===== src/rtl/gpm_pkg.sv =====
/*
 * Constants, register map and state encodings of the operating-mode sequencer.
 * Assumes a 100 MHz hclk and the AHB-Lite slave inside gpm_sequencer.
 */
package gpm_pkg;

	// ==========================================================
	// timing
	localparam int CLK_PERIOD_NS = 10;
	localparam int MS_NS = 1000000;
	localparam int CYC_PER_MS = MS_NS / CLK_PERIOD_NS;
	localparam int SETTLE_S = 180;
	localparam int SETTLE_MS = SETTLE_S * 1000;

	// ==========================================================
	// register offsets
	localparam logic [7:0] OFS_CONFIG = 8'h00;
	localparam logic [7:0] OFS_RUN = 8'h04;
	localparam logic [7:0] OFS_SLEEP = 8'h08;
	localparam logic [7:0] OFS_RUN2 = 8'h0c;
	localparam logic [7:0] OFS_SLEEP2 = 8'h10;
	localparam logic [7:0] OFS_CMD = 8'h14;
	localparam logic [7:0] OFS_CHAR = 8'h18;
	localparam logic [7:0] OFS_STATUS = 8'h1c;

	// ==========================================================
	// field layout
	localparam int CFG_BAUD_LSB = 0;
	localparam int BAUD_W = 17;
	localparam int CFG_RATE_LSB = 20;
	localparam int RATE_W = 4;
	localparam int CFG_AUG_BIT = 24;
	localparam int CFG_AIC_BIT = 25;
	localparam int CFG_LOG_BIT = 26;
	localparam int CFG_ORB_BIT = 27;
	localparam int CMD_KIND_LSB = 0;
	localparam int CMD_TYPE_LSB = 4;
	localparam int ST_MODE_LSB = 0;
	localparam int ST_ACC_BIT = 9;
	localparam int ST_REJ_BIT = 10;
	localparam int ST_SECOND_BIT = 11;
	localparam int ST_PSW_BIT = 12;
	localparam int ST_HOT_BIT = 13;

	// ==========================================================
	// values after reset and limits
	localparam logic [16:0] BAUD_DEF = 17'h02580;
	localparam logic [16:0] BAUD_MIN = 17'h012c0;
	localparam logic [16:0] BAUD_MAX = 17'h1c200;
	localparam logic [3:0] RATE_DEF = 4'h1;
	localparam logic [3:0] RATE_MAX = 4'ha;
	localparam logic AUG_DEF = 1'b1;
	localparam logic AIC_DEF = 1'b1;
	localparam logic LOG_DEF = 1'b0;
	localparam logic ORB_DEF = 1'b0;

	// ==========================================================
	// commands
	localparam logic [1:0] KIND_STANDBY = 2'h1;
	localparam logic [1:0] KIND_PERIODIC = 2'h2;
	localparam logic [1:0] KIND_FITNESS = 2'h3;
	localparam logic [3:0] STBY_PARAM = 4'h0;
	localparam logic [3:0] TYPE_EXIT = 4'h0;
	localparam logic [3:0] TYPE_PER_BACKUP = 4'h1;
	localparam logic [3:0] TYPE_PER_STANDBY = 4'h2;
	localparam logic [3:0] TYPE_BACKUP = 4'h4;
	localparam logic [3:0] TYPE_LOCATE_STBY = 4'h8;
	localparam logic [3:0] TYPE_LOCATE_BKP = 4'h9;
	localparam logic [7:0] CH_START = 8'h24;
	localparam logic [7:0] CH_STAR = 8'h2a;

	// ==========================================================
	// synchroniser lanes
	localparam int SY_MAIN = 0;
	localparam int SY_BKP = 1;
	localparam int SY_HOST = 2;
	localparam int SY_RX = 3;
	localparam int SY_ACQ = 4;
	localparam int SY_FIX = 5;
	localparam int SYNC_W = 6;

	typedef enum logic [8:0] {
		M_OFF = 9'h001,
		M_ACQ = 9'h002,
		M_TRACK = 9'h004,
		M_STANDBY = 9'h008,
		M_BACKUP = 9'h010,
		M_PER_HOLD = 9'h020,
		M_PER_RUN = 9'h040,
		M_PER_SLEEP = 9'h080,
		M_LOWPWR = 9'h100
	} gpm_mode_type;

	typedef enum logic [3:0] {
		C_IDLE = 4'h1,
		C_BODY = 4'h2,
		C_HEX1 = 4'h4,
		C_HEX2 = 4'h8
	} gpm_ck_state_type;

endpackage


===== src/rtl/gpm_ck_if.sv =====
/*
 * Character stream to the checksum checker and its verdict pulses.
 * Assumes both ends run on hclk.
 */
interface gpm_ck_if;
	logic valid;
	logic [7:0] data;
	logic ok;
	logic bad;
	modport feed (output valid, output data, input ok, input bad);
	modport check (input valid, input data, output ok, output bad);
endinterface


===== src/rtl/gpm_cksum.sv =====
/*
 * Sentence checksum checker: xor of characters between start and star,
 * compared with the two hex digits that follow.
 * Assumes one character per valid pulse on hclk.
 */
module gpm_cksum (
	input logic hclk,
	input logic hresetn,
	gpm_ck_if.check ck
);
	import gpm_pkg::*;

	typedef struct packed {
		gpm_ck_state_type st;
		logic [7:0] x;
		logic [3:0] hi;
		logic ok;
		logic bad;
	} gpm_ck_reg_type;

	localparam gpm_ck_reg_type CK_RST = '{st: C_IDLE, x: 8'h00, hi: 4'h0, ok: 1'b0, bad: 1'b0};

	gpm_ck_reg_type r, n;
	logic [4:0] hv;

	// returns {digit valid, value}
	function automatic logic [4:0] hex_val(input logic [7:0] c);
		if (c >= 8'h30 && c <= 8'h39) begin
			return {1'b1, c[3:0]};
		end else if ((c >= 8'h41 && c <= 8'h46) || (c >= 8'h61 && c <= 8'h66)) begin
			return {1'b1, 4'(c[3:0] + 4'h9)};
		end
		return 5'h00;
	endfunction

	assign hv = hex_val(ck.data);

	always_comb begin
		n = r;
		n.ok = 1'b0;
		n.bad = 1'b0;
		if (ck.valid) begin
			if (ck.data == CH_START) begin
				n.st = C_BODY;
				n.x = 8'h00;
			end else begin
				unique case (r.st)
					C_IDLE: begin
					end
					C_BODY: begin
						if (ck.data == CH_STAR) begin
							n.st = C_HEX1;
						end else begin
							n.x = r.x ^ ck.data;
						end
					end
					C_HEX1: begin
						n.hi = hv[3:0];
						n.st = hv[4] ? C_HEX2 : C_IDLE;
						n.bad = !hv[4];
					end
					C_HEX2: begin
						n.st = C_IDLE;
						n.ok = hv[4] && ({r.hi, hv[3:0]} == r.x); // RULE23
						n.bad = !n.ok;
					end
					default: begin
						n.st = C_IDLE;
					end
				endcase
			end
		end
	end

	always_ff @(posedge hclk or negedge hresetn) begin
		if (!hresetn) begin
			r <= CK_RST;
		end else begin
			r <= n;
		end
	end

	assign ck.ok = r.ok;
	assign ck.bad = r.bad;
endmodule


===== src/rtl/gpm_sequencer.sv =====
/*
 * Operating-mode sequencer of a positioning receiver with an AHB-Lite
 * register port; the checksum checker sits below it.
 * Assumes the supply, rx and engine status pins are asynchronous.
 */
// How it works
// RULE1: both supplies valid brings the receiver into full-on by itself, with defaults.
// RULE2: full-on starts in acquisition and moves to tracking by itself.
// RULE3: baud 4800 to 115200 and update 1 to 10 Hz are accepted.
// RULE4: orbit prediction is forced off when update rate exceeds 1 Hz.
// RULE5: standby keeps core, cuts radio and oscillator, no search, no sentences.
// RULE6: standby command with parameter zero from full-on enters standby.
// RULE7: any serial receive activity wakes standby back to full-on.
// RULE8: leaving standby or backup reuses aiding data for a hot start.
// RULE9: backup keeps only the backup supply; main is cut by host or switch.
// RULE10: power switch output is open drain, wired with host enable.
// RULE11: periodic type 4 with host enable low pulls the switch low.
// RULE12: the host wakes permanent backup only by raising its enable.
// RULE13: backup stops search and serial answers, keeps retained memory.
// RULE14: periodic command carries type and four millisecond periods.
// RULE15: no fix in run period selects second periods until fix returns.
// RULE16: after the periodic command full-on holds a settle time first.
// RULE17: periodic type 0 leaves periodic standby any time.
// RULE18: periodic type 0 leaves periodic backup only during run periods.
// RULE19: host holds enable low and keeps backup supply before periodic backup.
// RULE20: host starts periodic mode while tracking, longer second run if weak.
// RULE21: only full-on changes mode by command; others return to full-on.
// RULE22: the power switch state lives in the backup-powered domain.
// RULE23: commands act only when the sentence checksum matches.
module gpm_sequencer #(
	parameter int CYC_PER_MS_P = gpm_pkg::CYC_PER_MS,
	parameter int SETTLE_MS_P = gpm_pkg::SETTLE_MS
) (
	input logic hclk,
	input logic hresetn,
	input logic hsel,
	input logic [31:0] haddr,
	input logic [1:0] htrans,
	input logic hwrite,
	input logic [2:0] hsize,
	input logic [31:0] hwdata,
	input logic hready,
	output logic [31:0] hrdata,
	output logic hreadyout,
	output logic hresp,
	input logic main_supply_ok,
	input logic backup_supply_ok,
	input logic host_power_enable,
	input logic serial_rx,
	input logic acq_done,
	input logic fix_valid,
	output logic rf_power_en,
	output logic osc_power_en,
	output logic search_en,
	output logic sentence_en,
	output logic serial_resp_en,
	output logic hot_start,
	output logic orbit_prediction_en,
	output logic interference_cancel_en,
	output logic position_logger_en,
	output logic augmentation_en,
	output logic [gpm_pkg::BAUD_W-1:0] baud_rate,
	output logic [gpm_pkg::RATE_W-1:0] update_rate,
	output logic power_switch_o,
	output logic power_switch_oe
);
	import gpm_pkg::*;

	typedef struct packed {
		logic [SYNC_W-1:0] s1;
		logic [SYNC_W-1:0] s2;
		logic rx_q;
		logic wr_pend;
		logic [7:0] wr_addr;
		logic [31:0] rdata;
		logic [BAUD_W-1:0] baud;
		logic [RATE_W-1:0] rate;
		logic aug;
		logic interference_cancel;
		logic logger;
		logic orb;
		logic [31:0] run;
		logic [31:0] sleep;
		logic [31:0] run2;
		logic [31:0] sleep2;
		logic [1:0] kind;
		logic [3:0] ctype;
		gpm_mode_type mode;
		logic per_bkp;
		logic second;
		logic fix_seen;
		logic [31:0] pre;
		logic [31:0] ms;
		logic psw;
		logic hot;
		logic acc;
		logic rej;
		logic [7:0] ch;
		logic ch_v;
		logic full_on;
		logic resp;
	} gpm_seq_reg_type;

	localparam gpm_seq_reg_type SEQ_RST = '{mode: M_OFF, baud: BAUD_DEF, rate: RATE_DEF,
		aug: AUG_DEF, interference_cancel: AIC_DEF, logger: LOG_DEF, orb: ORB_DEF, rx_q: 1'b1,
		s1: SYNC_W'(1 << SY_RX), s2: SYNC_W'(1 << SY_RX), default: '0};

	gpm_seq_reg_type r, n;
	gpm_ck_if ck ();
	logic sup;
	logic rx_fall;
	logic tick;
	logic fo;
	logic take;

	gpm_cksum u_cksum (
		.hclk(hclk),
		.hresetn(hresetn),
		.ck(ck.check)
	);

	// ==========================================================
	// decoders
	function automatic logic is_full_on(input gpm_mode_type m);
		return m inside {M_ACQ, M_TRACK, M_PER_HOLD, M_PER_RUN, M_LOWPWR};
	endfunction

	function automatic logic serial_dead(input gpm_mode_type m, input logic bkp);
		return m == M_OFF || m == M_BACKUP || (m == M_PER_SLEEP && bkp);
	endfunction

	function automatic logic [BAUD_W-1:0] clamp_baud(input logic [BAUD_W-1:0] b);
		if (b < BAUD_MIN) begin
			return BAUD_MIN;
		end else if (b > BAUD_MAX) begin
			return BAUD_MAX;
		end
		return b;
	endfunction

	function automatic logic [RATE_W-1:0] clamp_rate(input logic [RATE_W-1:0] v);
		if (v < RATE_DEF) begin
			return RATE_DEF;
		end else if (v > RATE_MAX) begin
			return RATE_MAX;
		end
		return v;
	endfunction

	assign sup = r.s2[SY_MAIN] && r.s2[SY_BKP];
	assign rx_fall = r.rx_q && !r.s2[SY_RX];
	assign tick = r.pre == 32'(CYC_PER_MS_P - 1);
	assign fo = r.mode == M_ACQ || r.mode == M_TRACK;

	// ==========================================================
	// next state
	always_comb begin
		n = r;
		take = 1'b0;
		n.s1 = {fix_valid, acq_done, serial_rx, host_power_enable, backup_supply_ok, main_supply_ok};
		n.s2 = r.s1;
		n.rx_q = r.s2[SY_RX];
		n.ch_v = 1'b0;
		n.wr_pend = 1'b0;
		n.pre = tick ? 32'h0 : r.pre + 32'h1;
		n.ms = tick ? r.ms + 32'h1 : r.ms;

		// bus address phase
		if (hsel && hready && htrans[1]) begin
			n.wr_pend = hwrite;
			n.wr_addr = haddr[7:0];
			if (!hwrite) begin
				case (haddr[7:0])
					OFS_CONFIG: n.rdata = {4'h0, r.orb, r.logger, r.interference_cancel, r.aug, r.rate, 3'h0, r.baud};
					OFS_RUN: n.rdata = r.run;
					OFS_SLEEP: n.rdata = r.sleep;
					OFS_RUN2: n.rdata = r.run2;
					OFS_SLEEP2: n.rdata = r.sleep2;
					OFS_CMD: n.rdata = {24'h0, r.ctype, 2'h0, r.kind};
					OFS_STATUS: n.rdata = {18'h0, r.hot, r.psw, r.second, r.rej, r.acc, r.mode};
					default: n.rdata = 32'h0;
				endcase
			end
		end

		// bus data phase
		if (r.wr_pend) begin
			case (r.wr_addr)
				OFS_CONFIG: begin
					n.baud = clamp_baud(hwdata[CFG_BAUD_LSB +: BAUD_W]); // RULE3
					n.rate = clamp_rate(hwdata[CFG_RATE_LSB +: RATE_W]); // RULE3
					n.aug = hwdata[CFG_AUG_BIT];
					n.interference_cancel = hwdata[CFG_AIC_BIT];
					n.logger = hwdata[CFG_LOG_BIT];
					n.orb = hwdata[CFG_ORB_BIT] && (n.rate == RATE_DEF); // RULE4
				end
				OFS_RUN: n.run = hwdata; // RULE14
				OFS_SLEEP: n.sleep = hwdata;
				OFS_RUN2: n.run2 = hwdata;
				OFS_SLEEP2: n.sleep2 = hwdata;
				OFS_CMD: begin
					n.kind = hwdata[CMD_KIND_LSB +: 2];
					n.ctype = hwdata[CMD_TYPE_LSB +: 4];
				end
				OFS_CHAR: begin
					// serial port is unpowered in backup
					n.ch_v = !serial_dead(r.mode, r.per_bkp); // RULE13
					n.ch = hwdata[7:0];
				end
				default: begin
				end
			endcase
		end

		// ==========================================================
		// mode machine
		unique case (r.mode)
			M_OFF: begin
				if (sup) begin
					n.mode = M_ACQ; // RULE1
				end
			end
			M_ACQ: begin
				if (r.s2[SY_ACQ]) begin
					n.mode = M_TRACK; // RULE2
					n.hot = 1'b0;
				end
			end
			M_TRACK: begin
			end
			M_STANDBY: begin
				if (rx_fall || r.ch_v) begin
					n.mode = M_ACQ; // RULE7
					n.hot = 1'b1; // RULE8
				end
			end
			M_BACKUP: begin
				if (r.s2[SY_HOST]) begin
					n.psw = 1'b0;
				end
				if (!r.psw && sup) begin
					n.mode = M_ACQ;
					n.hot = 1'b1; // RULE8
				end
			end
			M_PER_HOLD: begin
				if (r.ms >= 32'(SETTLE_MS_P)) begin
					n.mode = M_PER_RUN; // RULE16
					n.ms = 32'h0;
					n.pre = 32'h0;
					n.fix_seen = 1'b0;
				end
			end
			M_PER_RUN: begin
				n.fix_seen = r.fix_seen || r.s2[SY_FIX];
				if (r.ms >= (r.second ? r.run2 : r.run)) begin
					n.mode = M_PER_SLEEP;
					n.second = !n.fix_seen; // RULE15
					n.psw = r.per_bkp; // RULE9
					n.ms = 32'h0;
					n.pre = 32'h0;
				end
			end
			M_PER_SLEEP: begin
				if (r.ms >= (r.second ? r.sleep2 : r.sleep)) begin
					n.psw = 1'b0;
					if (sup) begin
						n.mode = M_PER_RUN;
						n.hot = 1'b1;
						n.fix_seen = 1'b0;
						n.ms = 32'h0;
						n.pre = 32'h0;
					end
				end
			end
			M_LOWPWR: begin
			end
			default: begin
				n.mode = M_OFF;
			end
		endcase

		// ==========================================================
		// command execution
		if (ck.ok) begin
			unique case (r.kind)
				KIND_STANDBY: begin
					if (fo && r.ctype == STBY_PARAM) begin
						take = 1'b1;
						n.mode = M_STANDBY; // RULE6
					end
				end
				KIND_PERIODIC: begin
					case (r.ctype)
						TYPE_EXIT: begin
							if (r.mode inside {M_PER_HOLD, M_PER_RUN, M_LOWPWR} ||
								(r.mode == M_PER_SLEEP && !r.per_bkp)) begin
								take = 1'b1; // RULE17 RULE18
								n.mode = M_ACQ;
								n.hot = 1'b1;
								n.psw = 1'b0;
							end
						end
						TYPE_PER_BACKUP, TYPE_PER_STANDBY: begin
							if (fo) begin
								take = 1'b1;
								n.mode = M_PER_HOLD; // RULE16
								n.per_bkp = r.ctype == TYPE_PER_BACKUP; // RULE14
								n.second = 1'b0;
								n.ms = 32'h0;
								n.pre = 32'h0;
							end
						end
						TYPE_BACKUP: begin
							if (fo && !r.s2[SY_HOST]) begin
								take = 1'b1;
								n.mode = M_BACKUP; // RULE11
								n.psw = 1'b1; // RULE22
							end
						end
						TYPE_LOCATE_STBY, TYPE_LOCATE_BKP: begin
							if (fo) begin
								take = 1'b1;
								n.mode = M_LOWPWR;
							end
						end
						default: begin
						end
					endcase
				end
				KIND_FITNESS: begin
					if (fo) begin
						take = 1'b1;
						n.mode = M_LOWPWR; // RULE21
					end
				end
				default: begin
				end
			endcase
		end
		if (ck.ok || ck.bad) begin
			n.acc = take;
			n.rej = !take;
		end

		// main or backup supply lost outside backup
		if (!sup && !serial_dead(r.mode, r.per_bkp)) begin
			n.mode = M_OFF;
			n.hot = 1'b0;
		end

		n.full_on = is_full_on(n.mode); // RULE5
		n.resp = !serial_dead(n.mode, n.per_bkp); // RULE13
	end

	always_ff @(posedge hclk or negedge hresetn) begin
		if (!hresetn) begin
			r <= SEQ_RST;
		end else begin
			r <= n;
		end
	end

	// ==========================================================
	// outputs
	assign ck.valid = r.ch_v;
	assign ck.data = r.ch;
	assign hrdata = r.rdata;
	assign hreadyout = 1'b1;
	assign hresp = 1'b0;
	assign rf_power_en = r.full_on;
	assign osc_power_en = r.full_on;
	assign search_en = r.full_on;
	assign sentence_en = r.full_on;
	assign serial_resp_en = r.resp;
	assign hot_start = r.hot;
	assign orbit_prediction_en = r.orb;
	assign interference_cancel_en = r.interference_cancel;
	assign position_logger_en = r.logger;
	assign augmentation_en = r.aug;
	assign baud_rate = r.baud;
	assign update_rate = r.rate;
	assign power_switch_o = 1'b0; // RULE10
	assign power_switch_oe = r.psw;
endmodule


===== config.mk =====
export PLATFORM = sky130hd
export DESIGN_NAME = gpm_sequencer
export DESIGN_NICKNAME = d
export VERILOG_FILES = /design/src/rtl/gpm_pkg.sv /design/src/rtl/gpm_ck_if.sv /design/src/rtl/gpm_cksum.sv /design/src/rtl/gpm_sequencer.sv
export SDC_FILE = /design/constraint.sdc
export NUM_CORES = 1
export LEC_CHECK = 0
export BUFFER_PORTS_ARGS = -buffer_cell sky130_fd_sc_hd__buf_2
export CAP_MARGIN = 0
export CORE_MARGIN = 2
export CORE_UTILIZATION = 60
export CTS_CLUSTER_SIZE = 28
export DETAILED_ROUTE_END_ITERATION = 7
export GPL_ROUTABILITY_DRIVEN = 1
export PLACE_DENSITY = 0.8
export SLEW_MARGIN = 25
export SYNTH_ARGS = -nofsm -noshare
export SYNTH_HDL_FRONTEND = slang
export SYNTH_SLANG_ARGS = --single-unit

===== constraint.sdc =====
create_clock -name hclk -period 3.95 [get_ports hclk]
set_input_delay 0.5925 -clock hclk [delete_from_list [all_inputs] [get_ports hclk]]
set_output_delay 0.5925 -clock hclk [all_outputs]
set_load 0.02 [all_outputs]

Word-level counts from Yosys, hierarchy flattened:

Index checks and enable logic that the tools add are counted.

* register bits after elaboration: 322
* bits of input ports: 80
* output and inout port bits: 67
* word-level logic and storage cells: 258

* $add $sub $neg: 3
* order comparisons: 13
* equal/unequal tests: 52
* muxes and demuxes: 90
* bitwise gates (word level): 3
* reductions and logical operators: 60

Operator list (count)
* case mux 32 bit (7 select lines): 1
* 2-to-1 mux 65 bit: 3
* case mux 65 bit (3 select lines): 1
* 2-to-1 mux 32 bit: 5
* 2-to-1 mux 66 bit: 2
* 2-to-1 mux 64 bit: 2
* 2-to-1 mux 9 bit: 13
* case mux 9 bit (8 select lines): 1
* 2-to-1 mux 67 bit: 1
* adder 32 x 1 -> 32 bit, second input constant: 2
* greater-or-equal comparator 32 bit: 2
* 2-to-1 mux 17 bit: 3
* equality test 8 x 5 -> 1 bit, second input constant: 6
* 2-to-1 mux 41 bit: 1
* case mux 9 bit (4 select lines): 1
* equality test 32 x 17 -> 1 bit, second input constant: 1
* equality test 8 x 4 -> 1 bit, second input constant: 4
* greater-or-equal comparator 32 x 18 -> 1 bit, second input constant: 1
* 2-to-1 mux 1 bit: 28
* 2-to-1 mux 4 bit: 7
* case mux 9 bit (3 select lines): 1
* 2-to-1 mux 11 bit: 2
* equality test 9 x 1 -> 1 bit, second input constant: 2
* equality test 9 x 2 -> 1 bit, second input constant: 2
* other kinds (51): 129

Depth between registers and ports, before layout:

* depth after elaboration: 14
* gate-level depth with buffers: 13
* gate-level depth less buffers: 10

By module:

Synthesis repeated with hierarchy kept, for this count alone.

* cells, all modules: 1641
* area total of the unflattened synthesis: 17659.4 µm²

Modules (own cells, without submodules)
* gpm_sequencer: instances 1, cells each 1509, area an instance 16453.3 µm², seq. area each 7621.1 µm²
* gpm_cksum: instances 1, cells each 132, area an instance 1206.2 µm², seq. area each 451.7 µm²

Worst setup path before layout:

OpenSTA, ideal clock, no wires.

* path kind: reg2reg
* from: reg r[80] (netlist bit)
* to: reg r[48] (netlist bit)
* library setup time: 127 ps
* arrival: 3395 ps
* required time: 3823 ps
* setup slack: 428 ps
* stages on the path, launching flop included: 13
* buffers on the path: 3
* period minus slack after synthesis: 3522 ps
* path through: dfrtp_1 -> clkbuf_1 -> clkbuf_1 -> mux2i_1 -> ha_1 -> nand4_1 -> o311a_1 -> o41ai_4 -> a22oi_2 -> and2_4 -> o31ai_4 -> buf_6 -> nor3b_2

RTL lines
* start: declaration: line gpm_sequencer.sv:108 `gpm_seq_reg_type r, n;`
* start signal: assignment: line gpm_sequencer.sv:360 `r <= n;`

==> impl_metrics.tcl <==
set metrics [dict create \
    ir_drop_mv 0.5099 \
    gp_congestion 0.9362 \
    synth-main-ff-cell "dfrtp_1" \
    vias 13209 \
    final_common_cell "dfrtp_1" \
    clkPwrFrac_pct 43.3 \
    startpoint_type "flop" \
    instances_no_fill 2096 \
    hold_viol_final 0 \
    synthesis.area_sq_um 17780 \
    crit_buf_inv 0 \
    cts_num_sinks 322 \
    synth_compound_area_share_pct 9.471 \
    synthArstFlopShare_pct 100.0 \
    worst_slack_ns 0.2018 \
    ys_ff_latch 322 \
    post_drt_wl_per_cell_um 21.93 \
    r2r_cells 10 \
    die_w_um 176.2 \
    syn_to_final_growth_pct 10.32 \
    power_leakage_nw 8.873 \
    min_period_over_period_pct 94.89 \
    outcome "complete, no violations" \
    dp_worst_setup_slack_ns 0.2306 \
    synth_top_family_by_area "multiplexers" \
    synthTopCellsByArea "dfrtp_1, mux2_2, ha_1" \
    viasPerCell 6.302 \
    grt.overflow.total 0 \
    power_w 0.007976 \
    seqPwrFrac_pct 45.6 \
    cp.depth 10 \
    cts_made_buffers 37 \
    cp.arrival_ns 4.12 \
    slew_headroom_pct 33.76 \
    drc_errors 0 \
    ios 147 \
    drive_gt1_share_pct 28.25 \
    postCtsHoldBufs 0 \
    r2r_setup_slack_ns 0.20 \
    yosysWarnings 0 \
    internal_power_w 0.005927 \
    synth_mux_area_share_pct 15.95 \
    dieHeight_um 176.2 \
    cp-end-kind "flop" \
    postRouteAntennaNets 0 \
    postSynthCellCount 1627 \
    clk_pin_slew_ns 0.06 \
    crit_start "r[80]" \
    cts_root_buffer "clkbuf_16" \
    post_cts_buffers 0 \
    yosys.area_share.adder_pct 4.996 \
    fin_nets 1829 \
    setup_viol 0 \
    synthXorXnorAreaFrac_pct 3.940 \
    synth_top_cell_by_area "dfrtp_1" \
    grt_start_max_net_pins 96 \
    drt-initial-drc-count 1040 \
    p_comb_share_pct 11.1 \
    grt_pass1_vias 13403 \
    yosysSeqAreaShare_pct 45.40 \
    io_buffer_count 115 \
    period_minus_slack_ns 3.748 \
    fin_skew_ns 0.01686 \
    endpoint "osc_power_en" \
    r2r-end "osc_power_en" \
    hpwl_mm 31.61 \
    synth_cell_types 86 \
    core_area_sq_um 29400 \
    dp_cells 2029 \
    clockBufferDepth 3 \
    fin_setup_tns_ns 0 \
    worstPathRequired_ns 4.32 \
    num_rows 63 \
    drt_wl_total_mm 45.97 \
    rsz0062_at_grt "false" \
    avgSynthCellArea_sq_um 10.93 \
    max_freq_ghz 0.2668 \
    diodes 0 \
    maxCapViolCount 0 \
    antenna_found_initial 0 \
    die_area_sq_um 31030 \
    switching_share_pct 25.68 \
    cp_slowest_cell "o41ai_1" \
    min_path_type "in2async" \
    first_pass_iters 7 \
    htreeDepth 2 \
    clock_latency_ns 0.53 \
    synth_simple_gate_area_share_pct 15.13 \
    worstPathMaxFanout 17 \
    p_per_area_nw_per_um2 406.5 \
    cts_tree "yes" \
    p_switching_w 0.002048 \
    cts_resized 0 \
    path_cells "mux2_2 -> ha_1 -> nor2b_1 -> o21ai_1 -> a221oi_1 -> o41ai_1 -> a211oi_1 -> or3b_2 -> a22oi_1 -> o211ai_1" \
    initial_core_util_pct 60.48 \
    final_max_slew_viol_count 0 \
    layout_common_cells "dfrtp_1, nand2_1, mux2_2, buf_2, nor2_1" \
    worstReg2RegStart "r[80]" \
    synth_edf_count 0 \
    grt_util_all_layers_pct 30.19 \
    crit_type "reg2reg" \
    max_slew.worst_pin.slew_ns 0.9914 \
    critPathTopFamily "compound AO/OA/AOI/OAI gates" \
    grt_pass1_wl_mm 73.42 \
    synth_top_area_share_pct 43.63 \
    max_stage_delay_ns 0.77 \
]
[per-stage QoR]
stage / hold WS (ns) / utilization [%] / area, sq um
floorplan: 0.2969 / - / 17790
global placement: 0.3364 / 62.55 / 18390
detailed placement: 0.3440 / 62.55 / 18390
CTS: 0.1106 / 66.68 / 19610
global route: 0.1389 / 66.72 / 19620
finish: 0.07050 / 66.72 / 19620
[sequential cells by signal (all words and copies together) (netlist names)]
name,flops
power_switch_oe,1
update_rate,4
u_cksum.ck.bad,1
position_logger_en,1
n,7
osc_power_en,1
interference_cancel_en,1
u_cksum.ck.ok,1
baud_rate,17
r,227
hrdata,32
ck.data,8
serial_resp_en,1
hot_start,1
u_cksum.r,16
ck.valid,1
augmentation_en,1
orbit_prediction_en,1
[per-layer routing]
metal	GRT usage, %	up-vias	part of all wire, %
li1	-	5932	-
met1	39.55	6608	41
met2	49.04	531	48
met3	5.448	138	6.7
met4	14.08	0	4.5
met5	0	-	0
[cell type report]
class                           instances  area [sq um]
Clock buffer                           56          1047
Clock inverter                         11         168.9
Fill cell                            2170          9784
Inverter                               25         93.84
Multi-Input combinational cell       1146          8850
Sequential cell                       322          8077
Tap cell                              390         488.0
Timing Repair Buffer                  146         893.4
[worst min-delay path by stage]
stage             from              to  cells past startpoint
2_1_floorplan  hresetn    baud_rate[0]                      0
3_3_place_gp    n[297]          r[297]                      0
3_5_place_dp    n[293]          r[293]                      0
4_1_cts        hresetn  update_rate[1]                      1
5_1_grt        hresetn          r[149]                      1
6_report       hresetn          r[149]                      1
[cell usage after synthesis, drive strengths merged, types with 19 or more instances]
| cell type | number |
|---|---|
| dfrtp | 310 |
| a22oi | 26 |
| nand2 | 159 |
| xor2 | 57 |
| nor4 | 22 |
| mux2i | 64 |
| buf | 95 |
| a21oi | 55 |
| inv | 25 |
| mux4 | 19 |
| mux2 | 157 |
| clkbuf | 40 |
| ha | 71 |
| nor3 | 33 |
| nand3 | 35 |
| o21ai | 64 |
| a22o | 20 |
| nand4 | 40 |
| nor2 | 135 |
| xnor2 | 23 |
[worst register-to-register path: cells and delay by family (launching register included)]
kind / cells / cell delay (ns)
simple gates: 2 / 0.54
fa+ha+maj: 1 / 0.29
flops: 1 / 0.62
mux: 1 / 0.39
compound gates: 6 / 1.75
[kinds of logic (layout without fill, tap and decap cells)]
logic type	after synthesis	count (layout)
compound gates	246	246
xor+xnor	80	80
fa+ha+maj	71	71
buf+inv	160	238
flops	322	322
mux	240	240
other cells	2	3
simple gates	506	506
[power groups by stage]
stage | logic (W) | registers, W | clock network, W
after floorplan | 0.000644 | 0.00361 | 0
after global placement | 0.000844 | 0.00368 | 0
after detailed placement | 0.000868 | 0.00369 | 0
after CTS | 0.000874 | 0.00363 | 0.00349
after global routing | 0.000964 | 0.00366 | 0.00363
final | 0.000882 | 0.00364 | 0.00345
Power figures use the tool's default switching activity.
